$ cat src/core/cca_regs.svh
// register offsets, field positions, reset values and timing counts
`ifndef CCA_REGS_SVH
`define CCA_REGS_SVH
// byte offsets on the register port
`define A_CURR_HI 8'h20
`define A_CURR_LO 8'h21
`define A_ACR_HI 8'h22
`define A_ACR_LO 8'h23
`define A_OFS_BIAS 8'h24
`define A_CTRL 8'h25
`define A_ACC_BIAS 8'h26
`define A_CYCLES 8'h27
`define A_GAIN_HI 8'h28
`define A_GAIN_LO 8'h29
`define A_TEMPCO 8'h2a
`define A_FGAIN_HI 8'hb0
`define A_FGAIN_LO 8'hb1
// control register field
`define CTRL_DBLANK 0
// reset values
`define OFS_BIAS_RST 8'h00
// conversion schedule: offset slot of the modulo-1024 count
`define OFS_SLOT 10'h3ff
// blanking limits in current lsbs (100uV and 25uV)
`define CHG_BLANK 16'h0040
`define DIS_BLANK 16'h0010
// hidden fraction bits below the visible accumulator lsb
`define ACC_FRAC 12
`define CYC_MAX 8'hff
// tempco reference temperature in half degrees (25 C)
`define TC_REF_HALF 9'h032
// host write window for the accumulator pair
`define ACR_WIN_MS 3500
`define MCLK_KHZ 20000
`endif

$ cat src/core/cca_pkg.sv
// types shared by the current accumulation block
package cca_pkg;
    // host register port request
    typedef struct packed {
        logic [7:0] addr;
        logic wr;
        logic [7:0] wdata;
    } reg_req_t;
    // one conversion result from the adc
    typedef struct packed {
        logic valid;
        logic signed [15:0] raw;
    } adc_t;
    // image restored from eeprom at power-up
    typedef struct packed {
        logic [10:0] gain;
        logic [15:0] fgain;
        logic [7:0] tempco;
        logic signed [7:0] acc_bias;
        logic [15:0] charge_accumulator;
    } ee_image_t;
    // conversion phase
    typedef enum logic {PH_NORMAL, PH_FORCED} phase_t;
    // whole state of the top module
    typedef struct packed {
        phase_t phase;
        logic [9:0] conv_cnt;
        logic ofs_next;
        logic signed [15:0] offset;
        logic signed [15:0] cur;
        logic [27:0] acc;
        logic [7:0] hi_buf;
        logic hi_pend;
        logic [26:0] win_cnt;
        logic signed [7:0] ofs_bias;
        logic dblank;
        logic signed [7:0] acc_bias;
        logic [10:0] gain;
        logic [15:0] fgain;
        logic [7:0] tempco;
        logic signed [18:0] comp;
        logic signed [8:0] last_half;
        logic [7:0] cycles;
        logic [7:0] rdata;
        logic backup;
        logic [15:0] backup_val;
        logic [7:0] bk_cnt;
    } state_t;
endpackage

$ cat src/core/current_conditioner.sv
// offset removal, gain trim, tempco, offset bias and clamping of one sample
module current_conditioner
    import cca_pkg::*;
(
    input wire logic signed [15:0] raw,
    input wire logic signed [15:0] offset,
    input wire logic [10:0] gain,
    input wire logic signed [18:0] comp,
    input wire logic signed [7:0] bias,
    output logic signed [15:0] cur
);
    logic signed [16:0] diff; // offset-corrected sample
    logic signed [28:0] g_full; // gain product
    logic signed [18:0] g; // gain applied, 2^-10 steps
    logic signed [37:0] t_full; // tempco product
    logic signed [18:0] t; // tempco share to remove
    logic signed [20:0] sum; // before clamping

    // datapath; one conversion every few seconds, so no pipelining
    always_comb
    begin
        diff = {raw[15], raw} - {offset[15], offset};
        g_full = diff * $signed({1'b0, gain});
        g = g_full[28:10];
        t_full = g * comp;
        t = t_full[34:16];
        sum = {{2{g[18]}}, g} - {{2{t[18]}}, t} + {{13{bias[7]}}, bias};
        // clamp to the register range
        if (sum > 21'sh007fff)
        begin
            cur = 16'h7fff;
        end
        else if (sum < -21'sh008000)
        begin
            cur = 16'h8000;
        end
        else
        begin
            cur = sum[15:0];
        end
    end
endmodule

$ cat src/core/acc_saturator.sv
// saturating add into the charge accumulator with hidden fraction
module acc_saturator
    import cca_pkg::*;
(
    input wire logic [27:0] acc,
    input wire logic signed [16:0] delta,
    output logic [27:0] acc_next
);
    logic signed [29:0] s; // wide sum, never wraps

    // clamp at both ends instead of wrapping
    always_comb
    begin
        s = $signed({2'b00, acc}) + {{13{delta[16]}}, delta};
        if (s < 30'sh0)
        begin
            acc_next = 28'h0;
        end
        else if (s[28])
        begin
            acc_next = 28'hfffffff;
        end
        else
        begin
            acc_next = s[27:0];
        end
    end
endmodule

$ cat src/core/coulomb_current_accumulator.sv
// current post-processing and coulomb counting, top module
`include "cca_regs.svh"

module coulomb_current_accumulator
    import cca_pkg::*;
#(
    parameter int unsigned ACR_WIN_CYC = `ACR_WIN_MS * `MCLK_KHZ,
    parameter logic [7:0] BACKUP_CONVS = 8'h10
)
(
    input wire logic mclk,
    input wire logic rst,
    input wire reg_req_t req,
    output logic [7:0] rd_data,
    input wire adc_t adc,
    output logic meas_offset,
    input wire logic signed [10:0] temp,
    input wire logic ee_load,
    input wire ee_image_t ee_img,
    output logic backup_stb,
    output logic [15:0] backup_acr,
    input wire logic cycle_tick,
    input wire logic block1_locked
);
    state_t st_q; // registered state
    state_t st_d; // next state
    logic signed [15:0] cur_new; // conditioned sample
    logic signed [15:0] acc_src; // value used for accumulation
    logic blank; // sample masked from accumulation
    logic signed [16:0] delta; // sample plus bias
    logic [27:0] acc_step; // saturated accumulator
    logic signed [8:0] half; // temperature in half degrees
    logic signed [18:0] tc_prod; // compensation for this temperature
    logic acr_lo_wr; // completing accumulator write
    logic wr_hit; // host write strobe

    // blanking decode, shared with the checks below
    function automatic logic is_blanked(input logic signed [15:0] v, input logic en);
        logic chg;
        logic dis;
        chg = (v > 16'sh0) && (v < $signed(`CHG_BLANK));
        dis = en && (v < 16'sh0) && (v > -$signed(`DIS_BLANK));
        return chg || dis;
    endfunction

    // sample conditioning
    current_conditioner u_cond (
        .raw(adc.raw),
        .offset(st_q.offset),
        .gain(st_q.gain),
        .comp(st_q.comp),
        .bias(st_q.ofs_bias),
        .cur(cur_new)
    );

    // during an offset slot the last real current stands in
    assign acc_src = st_q.ofs_next ? st_q.cur : cur_new;
    assign blank = is_blanked(acc_src, st_q.dblank);
    // bias goes in even when the sample is blanked
    assign delta = (blank ? 17'sh0 : {acc_src[15], acc_src})
        + {{9{st_q.acc_bias[7]}}, st_q.acc_bias};

    // saturating accumulation
    acc_saturator u_acc (
        .acc(st_q.acc),
        .delta(delta),
        .acc_next(acc_step)
    );

    // half-degree temperature and the compensation it implies
    assign half = temp[10:2];
    // reference kept signed so readings below it give a negative share
    assign tc_prod = (half - $signed(`TC_REF_HALF)) * $signed({1'b0, st_q.tempco});
    assign wr_hit = req.wr;
    assign acr_lo_wr = wr_hit && req.addr == `A_ACR_LO && st_q.hi_pend;

    // next-state logic
    always_comb
    begin
        st_d = st_q;
        st_d.backup = 1'b0;
        // accumulator write window
        if (st_q.hi_pend)
        begin
            if (st_q.win_cnt == 27'h0)
            begin
                st_d.hi_pend = 1'b0;
            end
            else
            begin
                st_d.win_cnt = st_q.win_cnt - 27'h1;
            end
        end
        // compensation refreshed only on a new half degree
        if (half != st_q.last_half)
        begin
            st_d.last_half = half;
            st_d.comp = tc_prod;
        end
        // discharge cycle odometer, one step per cycle_tick
        if (cycle_tick && st_q.cycles != `CYC_MAX)
        begin
            st_d.cycles = st_q.cycles + 8'h01;
        end
        // conversion result handling
        if (adc.valid)
        begin
            st_d.conv_cnt = st_q.conv_cnt + 10'h001;
            st_d.ofs_next = (st_d.conv_cnt == `OFS_SLOT);
            case (st_q.phase)
                PH_NORMAL:
                begin
                    if (st_q.ofs_next)
                    begin
                        // offset slot: keep current, reuse it
                        st_d.offset = adc.raw;
                    end
                    else
                    begin
                        st_d.cur = cur_new;
                    end
                    st_d.acc = acc_step;
                    // periodic backup of the visible count
                    if (st_q.bk_cnt == BACKUP_CONVS - 8'h01)
                    begin
                        st_d.bk_cnt = 8'h00;
                        st_d.backup = 1'b1;
                        st_d.backup_val = acc_step[27:`ACC_FRAC];
                    end
                    else
                    begin
                        st_d.bk_cnt = st_q.bk_cnt + 8'h01;
                    end
                end
                PH_FORCED:
                begin
                    // forced offset: no measurement, no accumulation
                    st_d.offset = adc.raw;
                    st_d.phase = PH_NORMAL;
                end
                default:
                begin
                    st_d.phase = PH_NORMAL;
                end
            endcase
        end
        // host writes take priority over the update above
        if (wr_hit)
        begin
            case (req.addr)
                `A_ACR_HI:
                begin
                    st_d.hi_buf = req.wdata;
                    st_d.hi_pend = 1'b1;
                    st_d.win_cnt = 27'(ACR_WIN_CYC - 1);
                end
                `A_ACR_LO:
                begin
                    // low byte without a fresh high byte is ignored
                    if (st_q.hi_pend)
                    begin
                        st_d.acc = {st_q.hi_buf, req.wdata, 12'h000};
                        st_d.hi_pend = 1'b0;
                        st_d.phase = PH_FORCED;
                        st_d.conv_cnt = `OFS_SLOT;
                        st_d.ofs_next = 1'b1;
                    end
                end
                `A_OFS_BIAS:
                begin
                    st_d.ofs_bias = req.wdata;
                end
                `A_CTRL:
                begin
                    st_d.dblank = req.wdata[`CTRL_DBLANK];
                end
                `A_ACC_BIAS:
                begin
                    st_d.acc_bias = req.wdata;
                end
                `A_CYCLES:
                begin
                    if (!block1_locked)
                    begin
                        st_d.cycles = req.wdata;
                    end
                end
                `A_GAIN_HI:
                begin
                    st_d.gain[10:8] = req.wdata[2:0];
                end
                `A_GAIN_LO:
                begin
                    st_d.gain[7:0] = req.wdata;
                end
                `A_TEMPCO:
                begin
                    st_d.tempco = req.wdata;
                end
                default:
                begin
                    // read-only or unmapped: no effect
                    st_d.tempco = st_q.tempco;
                end
            endcase
        end
        // power-up restore from eeprom
        if (ee_load)
        begin
            st_d.gain = ee_img.gain;
            st_d.fgain = ee_img.fgain;
            st_d.tempco = ee_img.tempco;
            st_d.acc_bias = ee_img.acc_bias;
            st_d.acc = {ee_img.charge_accumulator, 12'h000};
        end
        // read data, registered one cycle after the address
        case (req.addr)
            `A_CURR_HI: st_d.rdata = st_q.cur[15:8];
            `A_CURR_LO: st_d.rdata = st_q.cur[7:0];
            `A_ACR_HI: st_d.rdata = st_q.acc[27:20];
            `A_ACR_LO: st_d.rdata = st_q.acc[19:12];
            `A_OFS_BIAS: st_d.rdata = st_q.ofs_bias;
            `A_CTRL: st_d.rdata = {7'h00, st_q.dblank};
            `A_ACC_BIAS: st_d.rdata = st_q.acc_bias;
            `A_CYCLES: st_d.rdata = st_q.cycles;
            `A_GAIN_HI: st_d.rdata = {5'h00, st_q.gain[10:8]};
            `A_GAIN_LO: st_d.rdata = st_q.gain[7:0];
            `A_TEMPCO: st_d.rdata = st_q.tempco;
            `A_FGAIN_HI: st_d.rdata = st_q.fgain[15:8];
            `A_FGAIN_LO: st_d.rdata = st_q.fgain[7:0];
            default: st_d.rdata = 8'h00;
        endcase
    end

    // state register; offset bias is volatile and starts at zero
    always_ff @(posedge mclk or posedge rst)
    begin
        if (rst)
        begin
            st_q <= '0;
            st_q.ofs_bias <= `OFS_BIAS_RST;
        end
        else
        begin
            st_q <= st_d;
        end
    end

    // outputs straight from the state flops
    assign rd_data = st_q.rdata;
    assign meas_offset = st_q.ofs_next;
    assign backup_stb = st_q.backup;
    assign backup_acr = st_q.backup_val;

    // offset schedule, slot handling and offset bias reset
    a_offset_slot: assert property (@(posedge mclk) disable iff (rst)
        (adc.valid && st_q.conv_cnt == 10'h3fe && !wr_hit) |=> meas_offset)
        else $error("offset slot not scheduled");
    a_cur_kept: assert property (@(posedge mclk) disable iff (rst)
        (adc.valid && st_q.ofs_next) |=> st_q.cur == $past(st_q.cur))
        else $error("current changed in offset slot");
    a_bias_reset: assert property (@(posedge mclk)
        $fell(rst) |-> st_q.ofs_bias == 8'sh00)
        else $error("offset bias not zero after reset");
    // blanking windows on the accumulated sample
    a_chg_blank: assert property (@(posedge mclk) disable iff (rst)
        (acc_src > 16'sh0 && acc_src < 16'sh0040) |-> blank)
        else $error("small charge not blanked");
    a_dis_blank: assert property (@(posedge mclk) disable iff (rst)
        (acc_src < 16'sh0 && acc_src > -16'sh0010) |-> blank == st_q.dblank)
        else $error("discharge blanking wrong");
    // saturation and host writes of the accumulator
    a_acc_sat: assert property (@(posedge mclk) disable iff (rst)
        (st_q.acc == 28'hfffffff && !delta[16]) |-> acc_step == 28'hfffffff)
        else $error("accumulator wrapped");
    a_acr_write: assert property (@(posedge mclk) disable iff (rst)
        (acr_lo_wr && !ee_load) |=> st_q.acc[11:0] == 12'h0 && st_q.phase == PH_FORCED)
        else $error("accumulator write wrong");
    a_forced_skip: assert property (@(posedge mclk) disable iff (rst)
        (st_q.phase == PH_FORCED && adc.valid && !wr_hit && !ee_load)
        |=> st_q.acc == $past(st_q.acc) && st_q.conv_cnt == 10'h000)
        else $error("forced offset accumulated");
    // discharge cycle odometer
    a_cyc_clamp: assert property (@(posedge mclk) disable iff (rst)
        (st_q.cycles == 8'hff && !wr_hit) |=> st_q.cycles == 8'hff)
        else $error("cycle counter rolled over");
    a_cyc_lock: assert property (@(posedge mclk) disable iff (rst)
        (block1_locked && !cycle_tick) |=> $stable(st_q.cycles))
        else $error("locked cycle counter changed");
    // compensation moves only on a half-degree crossing
    a_tc_hold: assert property (@(posedge mclk) disable iff (rst)
        (half == st_q.last_half) |=> $stable(st_q.comp))
        else $error("tempco updated without crossing");

    // an unfinished accumulator write lapses when its window runs out
    a_win_expire: assert property (@(posedge mclk) disable iff (rst)
        (st_q.hi_pend && st_q.win_cnt == 27'h0 && !wr_hit) |=> !st_q.hi_pend)
        else $error("accumulator write window not closed");
    // the factory copy changes only through the power-up restore
    a_fgain_ro: assert property (@(posedge mclk) disable iff (rst)
        !ee_load |=> $stable(st_q.fgain))
        else $error("factory gain copy changed");
    // a completed accumulator write forces the next conversion to offset
    a_forced_flag: assert property (@(posedge mclk) disable iff (rst)
        acr_lo_wr |=> meas_offset && st_q.conv_cnt == 10'h3ff)
        else $error("accumulator write did not force offset");
    // the current register moves only with a conversion result
    a_cur_hold: assert property (@(posedge mclk) disable iff (rst)
        !adc.valid |=> $stable(st_q.cur))
        else $error("current changed without a conversion");
    // an offset slot result becomes the new correction
    a_ofs_store: assert property (@(posedge mclk) disable iff (rst)
        (adc.valid && st_q.ofs_next) |=> st_q.offset == $past(adc.raw))
        else $error("offset result not stored");
    // charges at or above the limit always count
    a_chg_count: assert property (@(posedge mclk) disable iff (rst)
        (acc_src >= 16'sh0040) |-> !blank)
        else $error("charge at limit blanked");
    // each tick below the ceiling adds exactly one step
    a_cyc_step: assert property (@(posedge mclk) disable iff (rst)
        (cycle_tick && st_q.cycles != 8'hff && !wr_hit)
        |=> st_q.cycles == $past(st_q.cycles) + 8'h01)
        else $error("cycle counter step wrong");
endmodule

$ cat config.mk
export PLATFORM = sky130hd
export DESIGN_NAME = coulomb_current_accumulator
export DESIGN_NICKNAME = d
export VERILOG_FILES = /design/src/core/cca_pkg.sv /design/src/core/current_conditioner.sv /design/src/core/acc_saturator.sv /design/src/core/coulomb_current_accumulator.sv
export VERILOG_INCLUDE_DIRS = /design/src /design/src/core
export SDC_FILE = /design/constraint.sdc
export NUM_CORES = 2
export LEC_CHECK = 0
export CAP_MARGIN = 20
export CORE_ASPECT_RATIO = 1.75
export CORE_MARGIN = 2
export CORE_UTILIZATION = 53
export DETAILED_ROUTE_END_ITERATION = 10
export DONT_BUFFER_PORTS = 1
export PLACE_DENSITY_LB_ADDON = 0.25
export SYNTH_ARGS = -nofsm -noshare
export SYNTH_HDL_FRONTEND = slang
export SYNTH_SLANG_ARGS = --single-unit
$ cat constraint.sdc
create_clock -name mclk -period 26.5 [get_ports mclk]
set_clock_uncertainty 0.15 [all_clocks]
set_input_delay 2.65 -clock mclk [delete_from_list [all_inputs] [get_ports mclk]]
set_output_delay 2.65 -clock mclk [all_outputs]
set_load 0.05 [all_outputs]
==> results.md <==
* Final ANT Viol Nets at 0
* Grt total ovfl at 0
* Gr usage total at 0.276
* HP Class: reg -> reg
* Clock Path Buffers at 3
* Fillers at 6,531
* Post-Place Cells at 5,166
* Largest net degree at the start of global routing at 112
* DRC at 0
* Setup slack, reg-to-reg at 2.82 ns
* Top-count cell post-synth: inv_1
* Synth Instances at 4,384
* Die ar. at 74,600 sq um
* Synth Register Bits at 229
* Min cycle time layout at 25.28 ns
* Synth area leader: fa_1
* Crit. End Element: register
* Diode count at 0
* Synthesized Nets at 5,388
* Die height at 360 um
* CP peak stage delay at 0.54 ns
* Post-layout util at 0.562
* Global-route wire length before repair at 165,000 um
* RSZ-0062 raised after global routing: no
* Syn_area_per_cell at 8.74 sq um
* CTS tree: yes
* Worst skew pair latency at 0.59 ns
* Ports at 135
* Post-DP HPWL at 82,100 um
* Critical path startpoint category: input port
* Initial antenna violation count at 2
* Critical Path Source: adc[1]
* Placed instance area at 39,200 sq um
* Std-Cell Rows at 130
* DR vias at 29,600
* Die span in x at 207 um
* Worst r2r dst: backup_acr[9]
* Synth async-reset ratio at 1.00
* Gpl congestion at 1.00
* CP Data Required Time at 26.80 ns
* Max-cap violations at 0
* Initial Util at 0.534
* Cts hold-fix bufs at 0
* Area grow syn2layout at 5.21%
* Reg clk slew, reported paths at 0.07 ns
* Share of cells above drive strength 1 at 0.0558
* Vias in the first global route at 32,000
* Setup WS post-layout at 1.22 ns
* Initial DRC count at 1,479
* DRT Pass-1 Iters at 6
* EDFF count, synth at 0
* H-tree levels at 1
* Fin crit share at 0.954
* Post-Syn Area at 38,300 sq um
* DP Worst Slack at -0.0618 ns
* Ranking of synthesized cells by area: fa_1 31%, dfrtp_1 15%, ha_1 10%
* Finish-stage setup viols at 0
* Fin. Hold Viols at 0
* Crit path kind: in -> reg
* Max_slew headroom at 0.214
* Ys Warns at 0
* Crit path max fanout at 14
* WL/cell at 19.3 um
* Most frequent cells after synthesis: 787 x inv_1, 585 x fa_1, 577 x nand2_1, 310 x ha_1, 244 x and2_1
* NumNets Final at 5,274
* Status: finished clean
* Final non-filler cell area at 40,300 sq um
* Final Max Tran Viols at 0
* Final WL at 101,000 um
* Reg-to-Reg Start: st_q[202]
* Cell mode on critical path: fa_1
* Sequential area share after synthesis at 0.150
* Layout Cells excl Fill at 5,210
* WP data arrival at 25.58 ns
* Total CTS buffers at 23
* Critical-path cell with the highest stage delay: fa_1
* Fmax at 39.6 MHz
* Main flop type after synthesis: dfrtp_1
* Clock root buffer: clkbuf_16
* Clock Sinks at 229
* Core area at 71,700 sq um
* Cell variety after synth at 86
* Reg2Reg Depth at 96
* Worst Tran Pin Value at 1.17 ns
* Vias per cell at 5.68
* Port Buf Inserts at 0
* Critical path endpoint: backup_acr[9]
* Top cell type's share of synthesized area at 0.306
## cell families after synthesis
logic type	after synthesis	synth area share
simple gates	1337	0.167
buf+inv	1013	0.102
fa+ha+maj	895	0.407
compound gates	644	0.110
flops	229	0.150
xor+xnor	193	0.0450
mux	73	0.0204
## per-stage QoR
stage / setup TNS, ns / hold slack (ns)
2_1_floorplan: 0 / 0.293
3_3_place_gp: 0 / 0.310
3_5_place_dp: -0.306 / 0.313
4_1_cts: 0 / 0.329
5_1_grt: 0 / 0.350
6_report: 0 / 0.330
## state kept, by name, summed over array words and instances (netlist names)
| signal | cells |
|---|---|
| st_q | 203 |
| backup_acr | 16 |
| rd_data | 8 |
| backup_stb | 1 |
| meas_offset | 1 |
## critical path: cells and delay by family
family,cells,cell delay (ns)
compound gates,45,9.51
xor+xnor,2,0.24
fa+ha+maj,19,8.28
buf+inv,12,1.11
mux,2,0.64
simple gates,15,3.06
## worst min path at each step
stage / from / endpoint / slack (ns) / cells past startpoint
after floorplan: st_q[7] / st_q[7] / 0.29 / 1
after global placement: st_q[7] / st_q[7] / 0.31 / 1
after detailed placement: st_q[149] / st_q[149] / 0.31 / 2
after CTS: st_q[7] / st_q[7] / 0.33 / 1
after global routing: st_q[7] / st_q[7] / 0.35 / 1
final: st_q[7] / st_q[7] / 0.33 / 1
## layout make-up
cell class                      count  area, sq um  area share
Multi-Input combinational cell   3142        28900       0.717
Tap cell                          924         1160      0.0287
Clock buffer                       26          617      0.0153
Timing Repair Buffer               85          658      0.0163
Clock inverter                     15          272     0.00673
Sequential cell                   229         5730       0.142
Inverter                          789         2970      0.0736
## placed cells by master (no fill, tap or decap), types with 10 or more instances in the layout
cell       count
a211oi_1      19
o21bai_1      14
or2_2         10
mux2i_1       30
nand2_1      577
nor2b_1       56
o21a_1        20
or3_1         15
a22o_1        20
o21ai_1       14
buf_4         81
xnor2_1      121
nor2_1       181
nand3_1       61
and2_1       244
inv_1        785
nor3_1        53
nand4_1       18
ha_1         310
xor2_1        61
a22oi_1       15
a21boi_0      12
a31oi_1       27
fa_1         584
o211ai_1      21
a221oi_1      25
clkbuf_16     23
dfrtp_1      229
nand2b_1      46
a21oi_1      131
o21ai_0      170
o31ai_1       21
mux2_2        42
a21o_1        43
and3_1        22
## layer usage
metal	track usage	wire length, um	up-vias
li1	-	-	13600
met4	0.162	6760	4
met3	0.0288	4600	297
met1	0.285	34300	14900
met5	0	27	-
met2	0.533	55000	846
## repair_timing
action | 4_1_cts | 5_1_grt
setup buffers | 0 | 2
resized for setup | 0 | 53
hold endpoints to repair | 0 | 0
endpoints found under the setup margin | 0 | 44
Power is left out: the tool's default activity adds up to more than one toggle a clock period on the data nets, which glitch-free logic cannot reach.
